## src/inc/gch_defs.svh

```systemverilog
`ifndef GCH_DEFS_SVH
`define GCH_DEFS_SVH

// ==========================================================
// command codes written by the host
// ==========================================================
`define GCH_CMD_MEAS_A 8'h03
`define GCH_CMD_MEAS_B 8'h04
`define GCH_CMD_PIN_CTRL 8'h0F
`define GCH_CMD_HIST_EN 8'h30
`define GCH_CMD_HIST_CONT 8'h32

// ==========================================================
// parameter byte fields
// ==========================================================
`define GCH_FIRST_MODE_LSB 0
`define GCH_SECOND_MODE_LSB 4
`define GCH_MASK_ELEC_BIT 1
`define GCH_MASK_SHORT_BIT 4
`define GCH_MASK_DIST_BIT 7
`define GCH_PILE_DIST_BIT 0
`define GCH_PILE_SUM_BIT 1

// ==========================================================
// pin mode codes
// ==========================================================
`define GCH_MODE_OFF 4'h0
`define GCH_MODE_IN_LOW 4'h1
`define GCH_MODE_IN_HIGH 4'h2
`define GCH_MODE_PULSE 4'h3
`define GCH_MODE_LOW 4'h4
`define GCH_MODE_HIGH 4'h5
`define GCH_MODE_DET_HIGH 4'h6
`define GCH_MODE_DET_LOW 4'h7
`define GCH_MODE_OD_NODET 4'h8
`define GCH_MODE_OD_DET 4'h9
`define GCH_MODE_RESET 4'h4

// ==========================================================
// host register map, byte addresses
// ==========================================================
`define GCH_OFS_PARAM_LO 8'h00
`define GCH_OFS_PARAM_HI 8'h04
`define GCH_OFS_CMD 8'h08
`define GCH_OFS_STATUS 8'h0C
`define GCH_STAT_HALT_BIT 0
`define GCH_STAT_KIND_LSB 4
`define GCH_STAT_SCALE_LSB 8
`define GCH_STAT_RUN_BIT 16

`endif

```

## src/inc/gch_pkg.sv

```systemverilog
package gch_pkg;

    // ==========================================================
    // histogram kinds offered by the measurement engine
    // ==========================================================
    typedef enum logic [2:0] {
        GCH_HIST_NONE,
        GCH_HIST_ELEC,
        GCH_HIST_SHORT,
        GCH_HIST_DIST,
        GCH_HIST_PILE_DIST,
        GCH_HIST_PILE_SUM
    } gch_hist_e;

    typedef logic [3:0] gch_mode_t; // pin mode code
    typedef logic [39:0] gch_params_t; // five parameter bytes, byte 0 low

endpackage

```

## src/inc/gch_link_if.sv

```systemverilog
`timescale 1ns/10ps
`default_nettype none

// ==========================================================
// command link between host controller and device
// ==========================================================
interface gch_link_if;
    logic cmdStrobe; // one-cycle command pulse
    logic [7:0] cmdCode; // command code
    gch_pkg::gch_params_t cmdParams; // parameter bytes 4..0
    logic halted; // device waits for readout
    gch_pkg::gch_hist_e haltKind; // kind of halted histogram
    logic [7:0] haltScale; // scale exponent of halted histogram
    logic running; // measurement started

    modport host (
        output cmdStrobe,
        output cmdCode,
        output cmdParams,
        input halted,
        input haltKind,
        input haltScale,
        input running
    );

    modport device (
        input cmdStrobe,
        input cmdCode,
        input cmdParams,
        output halted,
        output haltKind,
        output haltScale,
        output running
    );
endinterface

`default_nettype wire

```

## src/rtl/gch_device.sv

```systemverilog
`timescale 1ns/10ps
`default_nettype none
`include "gch_defs.svh"

// What this block does
// - second pin mode from byte 0 bits 7:4
// - mode 1: low aborts, high restarts
// - mode 2: high aborts, low restarts
// - mode 3: pin outputs emitter pulse
// - mode 4 low default, mode 5 high
// - mode 6: high on detection
// - mode 7: low on detection
// - mode 8: open drain, low without detection
// - mode 9: open drain, low on detection
// - host never writes reserved modes 10..15
// - halt when selected histogram becomes available
// - host sends continue after readout
// - continue resumes from halted histogram
// - mask byte 3 bit 1: electrical calibration
// - mask byte 3 bit 4: short distance
// - mask byte 3 bit 7: distance measurement
// - distance histograms carry power-of-two exponent
// - host writes zero to bytes 2, 0
// - pileup byte 1 bit 0: corrected distance
// - pileup byte 1 bit 1: corrected sum
// - host starts measurement after setting masks
// - pin command starts no measurement; first mode
module gch_device (
    gch_link_if.device link,
    input wire logic mclk,
    input wire logic rstn,
    input wire logic pinIn,
    output logic pinOut,
    output logic pinOe,
    input wire logic objDetected,
    input wire logic emitterPulse,
    input wire logic histAvail,
    input wire gch_pkg::gch_hist_e histKind,
    input wire logic [7:0] histScale,
    output logic measStart,
    output logic measAbort,
    output logic collectEn,
    output logic procHold,
    output logic procResume,
    output logic [3:0] firstPinMode
);

    // ==========================================================
    // state
    // ==========================================================
    typedef struct packed {
        gch_pkg::gch_mode_t secondMode; // second pin mode
        gch_pkg::gch_mode_t firstMode; // first pin mode, stored only
        logic [7:0] histMask; // type selection mask
        logic [1:0] pileMask; // pileup selection mask
        logic histEn; // halting readout enabled
        logic running; // a measurement was started
        logic halted; // waiting for host readout
        gch_pkg::gch_hist_e haltKind; // kind that caused the halt
        logic [7:0] haltScale; // exponent of halted histogram
        logic pinOut; // pin drive level
        logic pinOe; // pin drive enable
        logic syncA; // first synchroniser stage
        logic syncB; // second synchroniser stage
        logic measStart; // start pulse
        logic measAbort; // abort pulse
        logic collectEn; // collection allowed
        logic resume; // resume pulse
    } gch_dev_s;

    gch_dev_s state_reg; // registered state
    gch_dev_s state_next; // next state

    logic selected; // offered histogram is selected
    logic gateLevel; // settled pin level in gating sense

    // ==========================================================
    // histogram selection
    // ==========================================================
    // map offered kind onto its mask bit
    always_comb begin
        case (histKind)
            gch_pkg::GCH_HIST_ELEC: begin
                selected = state_reg.histMask[`GCH_MASK_ELEC_BIT];
            end
            gch_pkg::GCH_HIST_SHORT: begin
                selected = state_reg.histMask[`GCH_MASK_SHORT_BIT];
            end
            gch_pkg::GCH_HIST_DIST: begin
                selected = state_reg.histMask[`GCH_MASK_DIST_BIT];
            end
            gch_pkg::GCH_HIST_PILE_DIST: begin
                selected = state_reg.pileMask[`GCH_PILE_DIST_BIT];
            end
            gch_pkg::GCH_HIST_PILE_SUM: begin
                selected = state_reg.pileMask[`GCH_PILE_SUM_BIT];
            end
            default: begin
                selected = 1'b0;
            end
        endcase
    end

    // ==========================================================
    // next state
    // ==========================================================
    always_comb begin
        state_next = state_reg;
        state_next.measStart = 1'b0;
        state_next.measAbort = 1'b0;
        state_next.resume = 1'b0;

        // pin input: only the second stage is looked at
        state_next.syncA = pinIn;
        state_next.syncB = state_reg.syncA;

        // command decode in the cycle of the write
        if (link.cmdStrobe) begin
            case (link.cmdCode)
                `GCH_CMD_PIN_CTRL: begin
                    // pin settings only, no measurement start
                    state_next.firstMode =
                        link.cmdParams[`GCH_FIRST_MODE_LSB +: 4];
                    state_next.secondMode =
                        link.cmdParams[`GCH_SECOND_MODE_LSB +: 4];
                end
                `GCH_CMD_HIST_EN: begin
                    // byte 3 types, byte 1 pileup kinds
                    state_next.histMask = link.cmdParams[31:24];
                    state_next.pileMask = link.cmdParams[9:8];
                    state_next.histEn = 1'b1;
                end
                `GCH_CMD_HIST_CONT: begin
                    if (state_reg.halted) begin
                        state_next.halted = 1'b0;
                        state_next.resume = 1'b1;
                    end
                end
                `GCH_CMD_MEAS_A, `GCH_CMD_MEAS_B: begin
                    state_next.running = 1'b1;
                    state_next.measStart = state_reg.collectEn;
                end
                default: begin
                    // other codes belong to other logic
                end
            endcase
        end

        // halt on a selected histogram; set wins over continue
        if (histAvail && selected && state_reg.histEn &&
                state_reg.running) begin
            state_next.halted = 1'b1;
            state_next.haltKind = histKind;
            // exponent travels only with distance histograms
            if (histKind == gch_pkg::GCH_HIST_DIST) begin
                state_next.haltScale = histScale;
            end else begin
                state_next.haltScale = 8'h00;
            end
        end

        // collection gating from the second pin
        case (state_reg.secondMode)
            `GCH_MODE_IN_LOW, `GCH_MODE_IN_HIGH: begin
                state_next.collectEn = gateLevel;
                if (state_reg.collectEn && !gateLevel) begin
                    state_next.measAbort = state_reg.running;
                end
                if (!state_reg.collectEn && gateLevel) begin
                    state_next.measStart = state_reg.running;
                end
            end
            default: begin
                // leaving an input mode reopens collection
                state_next.collectEn = 1'b1;
            end
        endcase

        // pin drive, registered so the pin never glitches
        case (state_reg.secondMode)
            `GCH_MODE_PULSE: begin
                state_next.pinOut = emitterPulse;
                state_next.pinOe = 1'b1;
            end
            `GCH_MODE_LOW: begin
                state_next.pinOut = 1'b0;
                state_next.pinOe = 1'b1;
            end
            `GCH_MODE_HIGH: begin
                state_next.pinOut = 1'b1;
                state_next.pinOe = 1'b1;
            end
            `GCH_MODE_DET_HIGH: begin
                state_next.pinOut = objDetected;
                state_next.pinOe = 1'b1;
            end
            `GCH_MODE_DET_LOW: begin
                state_next.pinOut = !objDetected;
                state_next.pinOe = 1'b1;
            end
            `GCH_MODE_OD_NODET: begin
                state_next.pinOut = 1'b0;
                state_next.pinOe = !objDetected;
            end
            `GCH_MODE_OD_DET: begin
                state_next.pinOut = 1'b0;
                state_next.pinOe = objDetected;
            end
            default: begin
                // off, input and reserved codes float the pin
                state_next.pinOut = 1'b0;
                state_next.pinOe = 1'b0;
            end
        endcase
    end

    // active level of the gate: true means collection may run
    always_comb begin
        if (state_reg.secondMode == `GCH_MODE_IN_LOW) begin
            gateLevel = state_reg.syncB;
        end else begin
            gateLevel = !state_reg.syncB;
        end
    end

    // ==========================================================
    // registers
    // ==========================================================
    // reset gives constant low drive, the startup default
    always_ff @(posedge mclk or negedge rstn) begin
        if (!rstn) begin
            state_reg <= '0;
            state_reg.secondMode <= `GCH_MODE_RESET;
            state_reg.firstMode <= `GCH_MODE_RESET;
            state_reg.pinOe <= 1'b1;
            state_reg.collectEn <= 1'b1;
            state_reg.haltKind <= gch_pkg::GCH_HIST_NONE;
        end else begin
            state_reg <= state_next;
        end
    end

    // ==========================================================
    // outputs, all straight from flops
    // ==========================================================
    assign pinOut = state_reg.pinOut;
    assign pinOe = state_reg.pinOe;
    assign measStart = state_reg.measStart;
    assign measAbort = state_reg.measAbort;
    assign collectEn = state_reg.collectEn;
    assign procHold = state_reg.halted;
    assign procResume = state_reg.resume;
    assign firstPinMode = state_reg.firstMode;
    assign link.halted = state_reg.halted;
    assign link.haltKind = state_reg.haltKind;
    assign link.haltScale = state_reg.haltScale;
    assign link.running = state_reg.running;

endmodule

`default_nettype wire

```

## src/flat_wrapper.sv

```systemverilog
// flat-port wrapper written by rule: the top's interface ports become plain ports
module gch_device_flat 
  (mclk, rstn, pinIn, pinOut, pinOe, objDetected, emitterPulse, histAvail, histKind, histScale, measStart, measAbort, collectEn, procHold, procResume, firstPinMode, link_cmdStrobe, link_cmdCode, link_cmdParams, link_halted, link_haltKind, link_haltScale, link_running);
  gch_link_if link_i ();
  input wire logic mclk;
  input wire logic rstn;
  input wire logic pinIn;
  output logic pinOut;
  output logic pinOe;
  input wire logic objDetected;
  input wire logic emitterPulse;
  input wire logic histAvail;
  input wire gch_pkg::gch_hist_e histKind;
  input wire logic [7:0] histScale;
  output logic measStart;
  output logic measAbort;
  output logic collectEn;
  output logic procHold;
  output logic procResume;
  output logic [3:0] firstPinMode;
  input wire logic [$bits(link_i.cmdStrobe)-1:0] link_cmdStrobe;
  input wire logic [$bits(link_i.cmdCode)-1:0] link_cmdCode;
  input wire logic [$bits(link_i.cmdParams)-1:0] link_cmdParams;
  output wire logic [$bits(link_i.halted)-1:0] link_halted;
  output wire logic [$bits(link_i.haltKind)-1:0] link_haltKind;
  output wire logic [$bits(link_i.haltScale)-1:0] link_haltScale;
  output wire logic [$bits(link_i.running)-1:0] link_running;
  assign link_i.cmdStrobe = link_cmdStrobe;
  assign link_i.cmdCode = link_cmdCode;
  assign link_i.cmdParams = link_cmdParams;
  assign link_halted = link_i.halted;
  assign link_haltKind = link_i.haltKind;
  assign link_haltScale = link_i.haltScale;
  assign link_running = link_i.running;
  gch_device u_core (.link(link_i), .mclk(mclk), .rstn(rstn), .pinIn(pinIn), .pinOut(pinOut), .pinOe(pinOe), .objDetected(objDetected), .emitterPulse(emitterPulse), .histAvail(histAvail), .histKind(histKind), .histScale(histScale), .measStart(measStart), .measAbort(measAbort), .collectEn(collectEn), .procHold(procHold), .procResume(procResume), .firstPinMode(firstPinMode));
endmodule
```

## config.mk

```make
export PLATFORM = sky130hd
export DESIGN_NAME = gch_device_flat
export DESIGN_NICKNAME = d
export VERILOG_FILES = /design/src/inc/gch_pkg.sv /design/src/inc/gch_link_if.sv /design/src/rtl/gch_device.sv /design/src/flat_wrapper.sv
export VERILOG_INCLUDE_DIRS = /design/src /design/src/inc
export SDC_FILE = /design/constraint.sdc
export NUM_CORES = 1
export LEC_CHECK = 0
export ABC_AREA = 0
export ABC_CLOCK_PERIOD_IN_PS = 3600
export BUFFER_PORTS_ARGS = -buffer_cell sky130_fd_sc_hd__buf_2
export CAP_MARGIN = 40
export CORE_ASPECT_RATIO = 1.75
export CORE_UTILIZATION = 47
export DETAILED_ROUTE_END_ITERATION = 7
export PLACE_DENSITY = 0.87
export SYNTH_ARGS = -nofsm -noshare
export SYNTH_HDL_FRONTEND = slang
export SYNTH_SLANG_ARGS = --single-unit
```

## constraint.sdc

```tcl
create_clock -name mclk -period 3.6 [get_ports mclk]
set_input_delay 0.18 -clock mclk [delete_from_list [all_inputs] [get_ports mclk]]
set_output_delay 0.18 -clock mclk [all_outputs]
set_load 0.05 [all_outputs]
```

==> qor.yml <==
layout:
  final_util: 0.586
  syn_to_final_growth_pct: 19.2
  multi_input_area_um2: 618
  largest_register_ffs: 11
  ff_latch_area_um2: 881
  n_fill_cell: 323
  layout.nets: 249
  drive_above_1_share: 0.484
  fin_cells: 229
  diodes: 0
  final_common_cell: "buf_2"
  layout_common_cells: "buf_2 (62), dfrtp_1 (31), a32o_1 (12), nand2_1 (9), mux2_4 (8)"
critical_path:
  start_kind: "primary input"
  cp_data_required_time_ns: 3.76
  worst-path-max-fanout: 8
  critPathArrivalTime_ns: 1.81
  critPathKind: "primary input to flop"
  cp-end-kind: "flop"
synthesis:
  synth_cell_types: 36
  synth.avg_cell_area_um2: 12.3
  synth.largest_area_cell: "dfrtp_1"
  syn_area_mm2: 0.00165
  yosys_most_used_dff: "dfrtp_1"
  synth_top_area_share: 0.469
  synth_edf_count: 0
  synth-seq-cells: 35
  syn_nets: 200
  async_flop_share: 1.00
  synth.top_cells.by_area: "dfrtp_1 (47%), a32o_1 (7.3%), buf_4 (7.3%), mux2_4 (7.3%), dfstp_2 (6.4%)"
  yosysWarnings: 0
  syn_inst: 134
  synth_seq_area_share: 0.533
route:
  drt_iter0_markers: 25
  ant_nets: 0
  routed-via-count: 1195
  drt-pass1-iter-count: 4
  routed_via_density: 5.22
  drc_errors: 0
  wl_mm: 2.99
  avgRoutedWirePerCell_um: 13.1
grt:
  grt_overflow_total: 0
  antenna_found_initial: 0
  first_global_vias: 1112
  track_usage: 0.176
  grt_max_degree: 36
  grt_pass1_wl_mm: 4.70
cts:
  numCtsBuffers: 5
  clockBufferDepth: 2
  h-tree-depth: 2
  cts_hold_buf: 1
  clk-insertion-delay-late_ns: 0.27
  root_buffer: "clkbuf_8"
  cts_tree: "yes"
  cts.clk_slew.worst_paths_ns: 0.07
  cts.sinks: 35
  post_cts_buffers: 0
  postCtsResizedCells: 0
timing:
  setup_tns_ns: 0
  clock_skew_ns: 0.00538
  period_needed_ns: 1.65
  timing.slew.headroom: 0.436
  slew_viol_final: 0
  hold_violations: 0
  fin_crit_sh: 0.458
  worst_pin_slew_ns: 0.839
  setup_viol: 0
  rsz0062_at_grt: "false"
  clock.fmax_mhz: 606
floorplan:
  initial_core_util: 0.491
  dieArea_mm2: 0.00377
  die_h_um: 80.4
  fp-row-count: 28
  die_w_um: 46.8
  core_area_mm2: 0.00336
  io_pins: 90
placement:
  port_buffers: 62
  dpl.cell_count: 219
  dp_hpwl_mm: 2.24
  place_congestion: 0.785
pwr:
  power_density_mw_per_mm2: 398
  power_leakage_nw: 1.04
  peakVddDrop_mv: 0.278
  total_power_mw: 0.784
hold_path:
  hold_class: "primary input to flop"
job:
  maxCapViolations: 0
status:
  status: "completed"
[synthesized netlist by cell type (2+ instances only)]
| master | instances |
|---|---|
| dfrtp_1 | 31 |
| buf_4 | 16 |
| a32o_1 | 12 |
| nand2_1 | 9 |
| mux2_4 | 8 |
| clkbuf_1 | 5 |
| mux2_2 | 5 |
| nor2_1 | 5 |
| dfstp_2 | 4 |
| nor3_1 | 4 |
| nand3_1 | 3 |
| a21o_1 | 2 |
| a21oi_1 | 2 |
| nand3b_1 | 2 |
| nor2b_1 | 2 |
| o21ai_0 | 2 |
| or2_2 | 2 |
| or3_1 | 2 |
[per-layer routing]
metal	up-vias	global-route usage	wire, um
li1	573	-	-
met1	578	0.189	1180
met4	0	0.109	44
met5	-	0	0
met2	39	0.290	1640
met3	5	0.0449	139
[critical path: stages]
cell and delay [ns]:
buf_2 0.09, or3b_4 0.41, or3_1 0.34, or2_1 0.42, mux2_4 0.36
[final timing paths]
check / start / to / slack (ns) / cells past startpoint
worst min register to register: u_core.state_next[4]$_DFF_PN0_ / u_core.state_reg[4]$_DFF_PN0_ / 0.35 / 0
min in group asynchronous: rstn / u_core.link.haltKind[2]$_DFFE_PN0P_ / 0.52 / 2
max in group asynchronous: rstn / u_core.state_reg[37]$_DFFE_PN0P_ / 2.59 / 2
worst min-delay path: link_cmdParams[6] / u_core.state_reg[38]$_DFFE_PN1P_ / 0.13 / 2
worst max register to register: u_core.state_reg[22]$_DFFE_PN0P_ / u_core.link.halted$_DFFE_PN0P_ / 2.00 / 4
worst max-delay path: link_cmdCode[7] / u_core.firstPinMode[3]$_DFFE_PN0P_ / 1.95 / 5
[power breakdown]
part	switching (mW)	total (mW)	internal, mW
clock network	0.125	0.262	0.137
logic	0.0603	0.101	0.0406
registers	0.0114	0.421	0.409
total	0.196	0.784	0.587
[logic make-up after synthesis]
group                  Yosys count  synth area share
flip-flops                      35             0.533
AND/OR/NAND/NOR                 37             0.129
XOR/XNOR                         1           0.00530
buffers and inverters           23            0.0931
multiplexers                    14             0.113
AO/OA/AOI/OAI                   24             0.126
[per-stage QoR]
| stage | worst slack (ns) | area [um2] | hold WS [ns] |
|---|---|---|---|
| global placement | 1.67 | 1870 | 0.284 |
| finish | 1.95 | 1970 | 0.130 |
| global route | 1.89 | 1970 | 0.117 |
| CTS | 1.94 | 1960 | 0.00296 |
| detailed placement | 1.65 | 1870 | 0.293 |
| floorplan | 1.84 | 1650 | -0.116 |
[cell type report]
cell class,count,share of cell area
multi-input combinational,76,0.314
sequential,35,0.447
clock buffer,8,0.0407
inverter,1,0.00191
tap,45,0.0286
timing repair buffer,64,0.168
No activity file was read; power rests on OpenSTA's default activity.
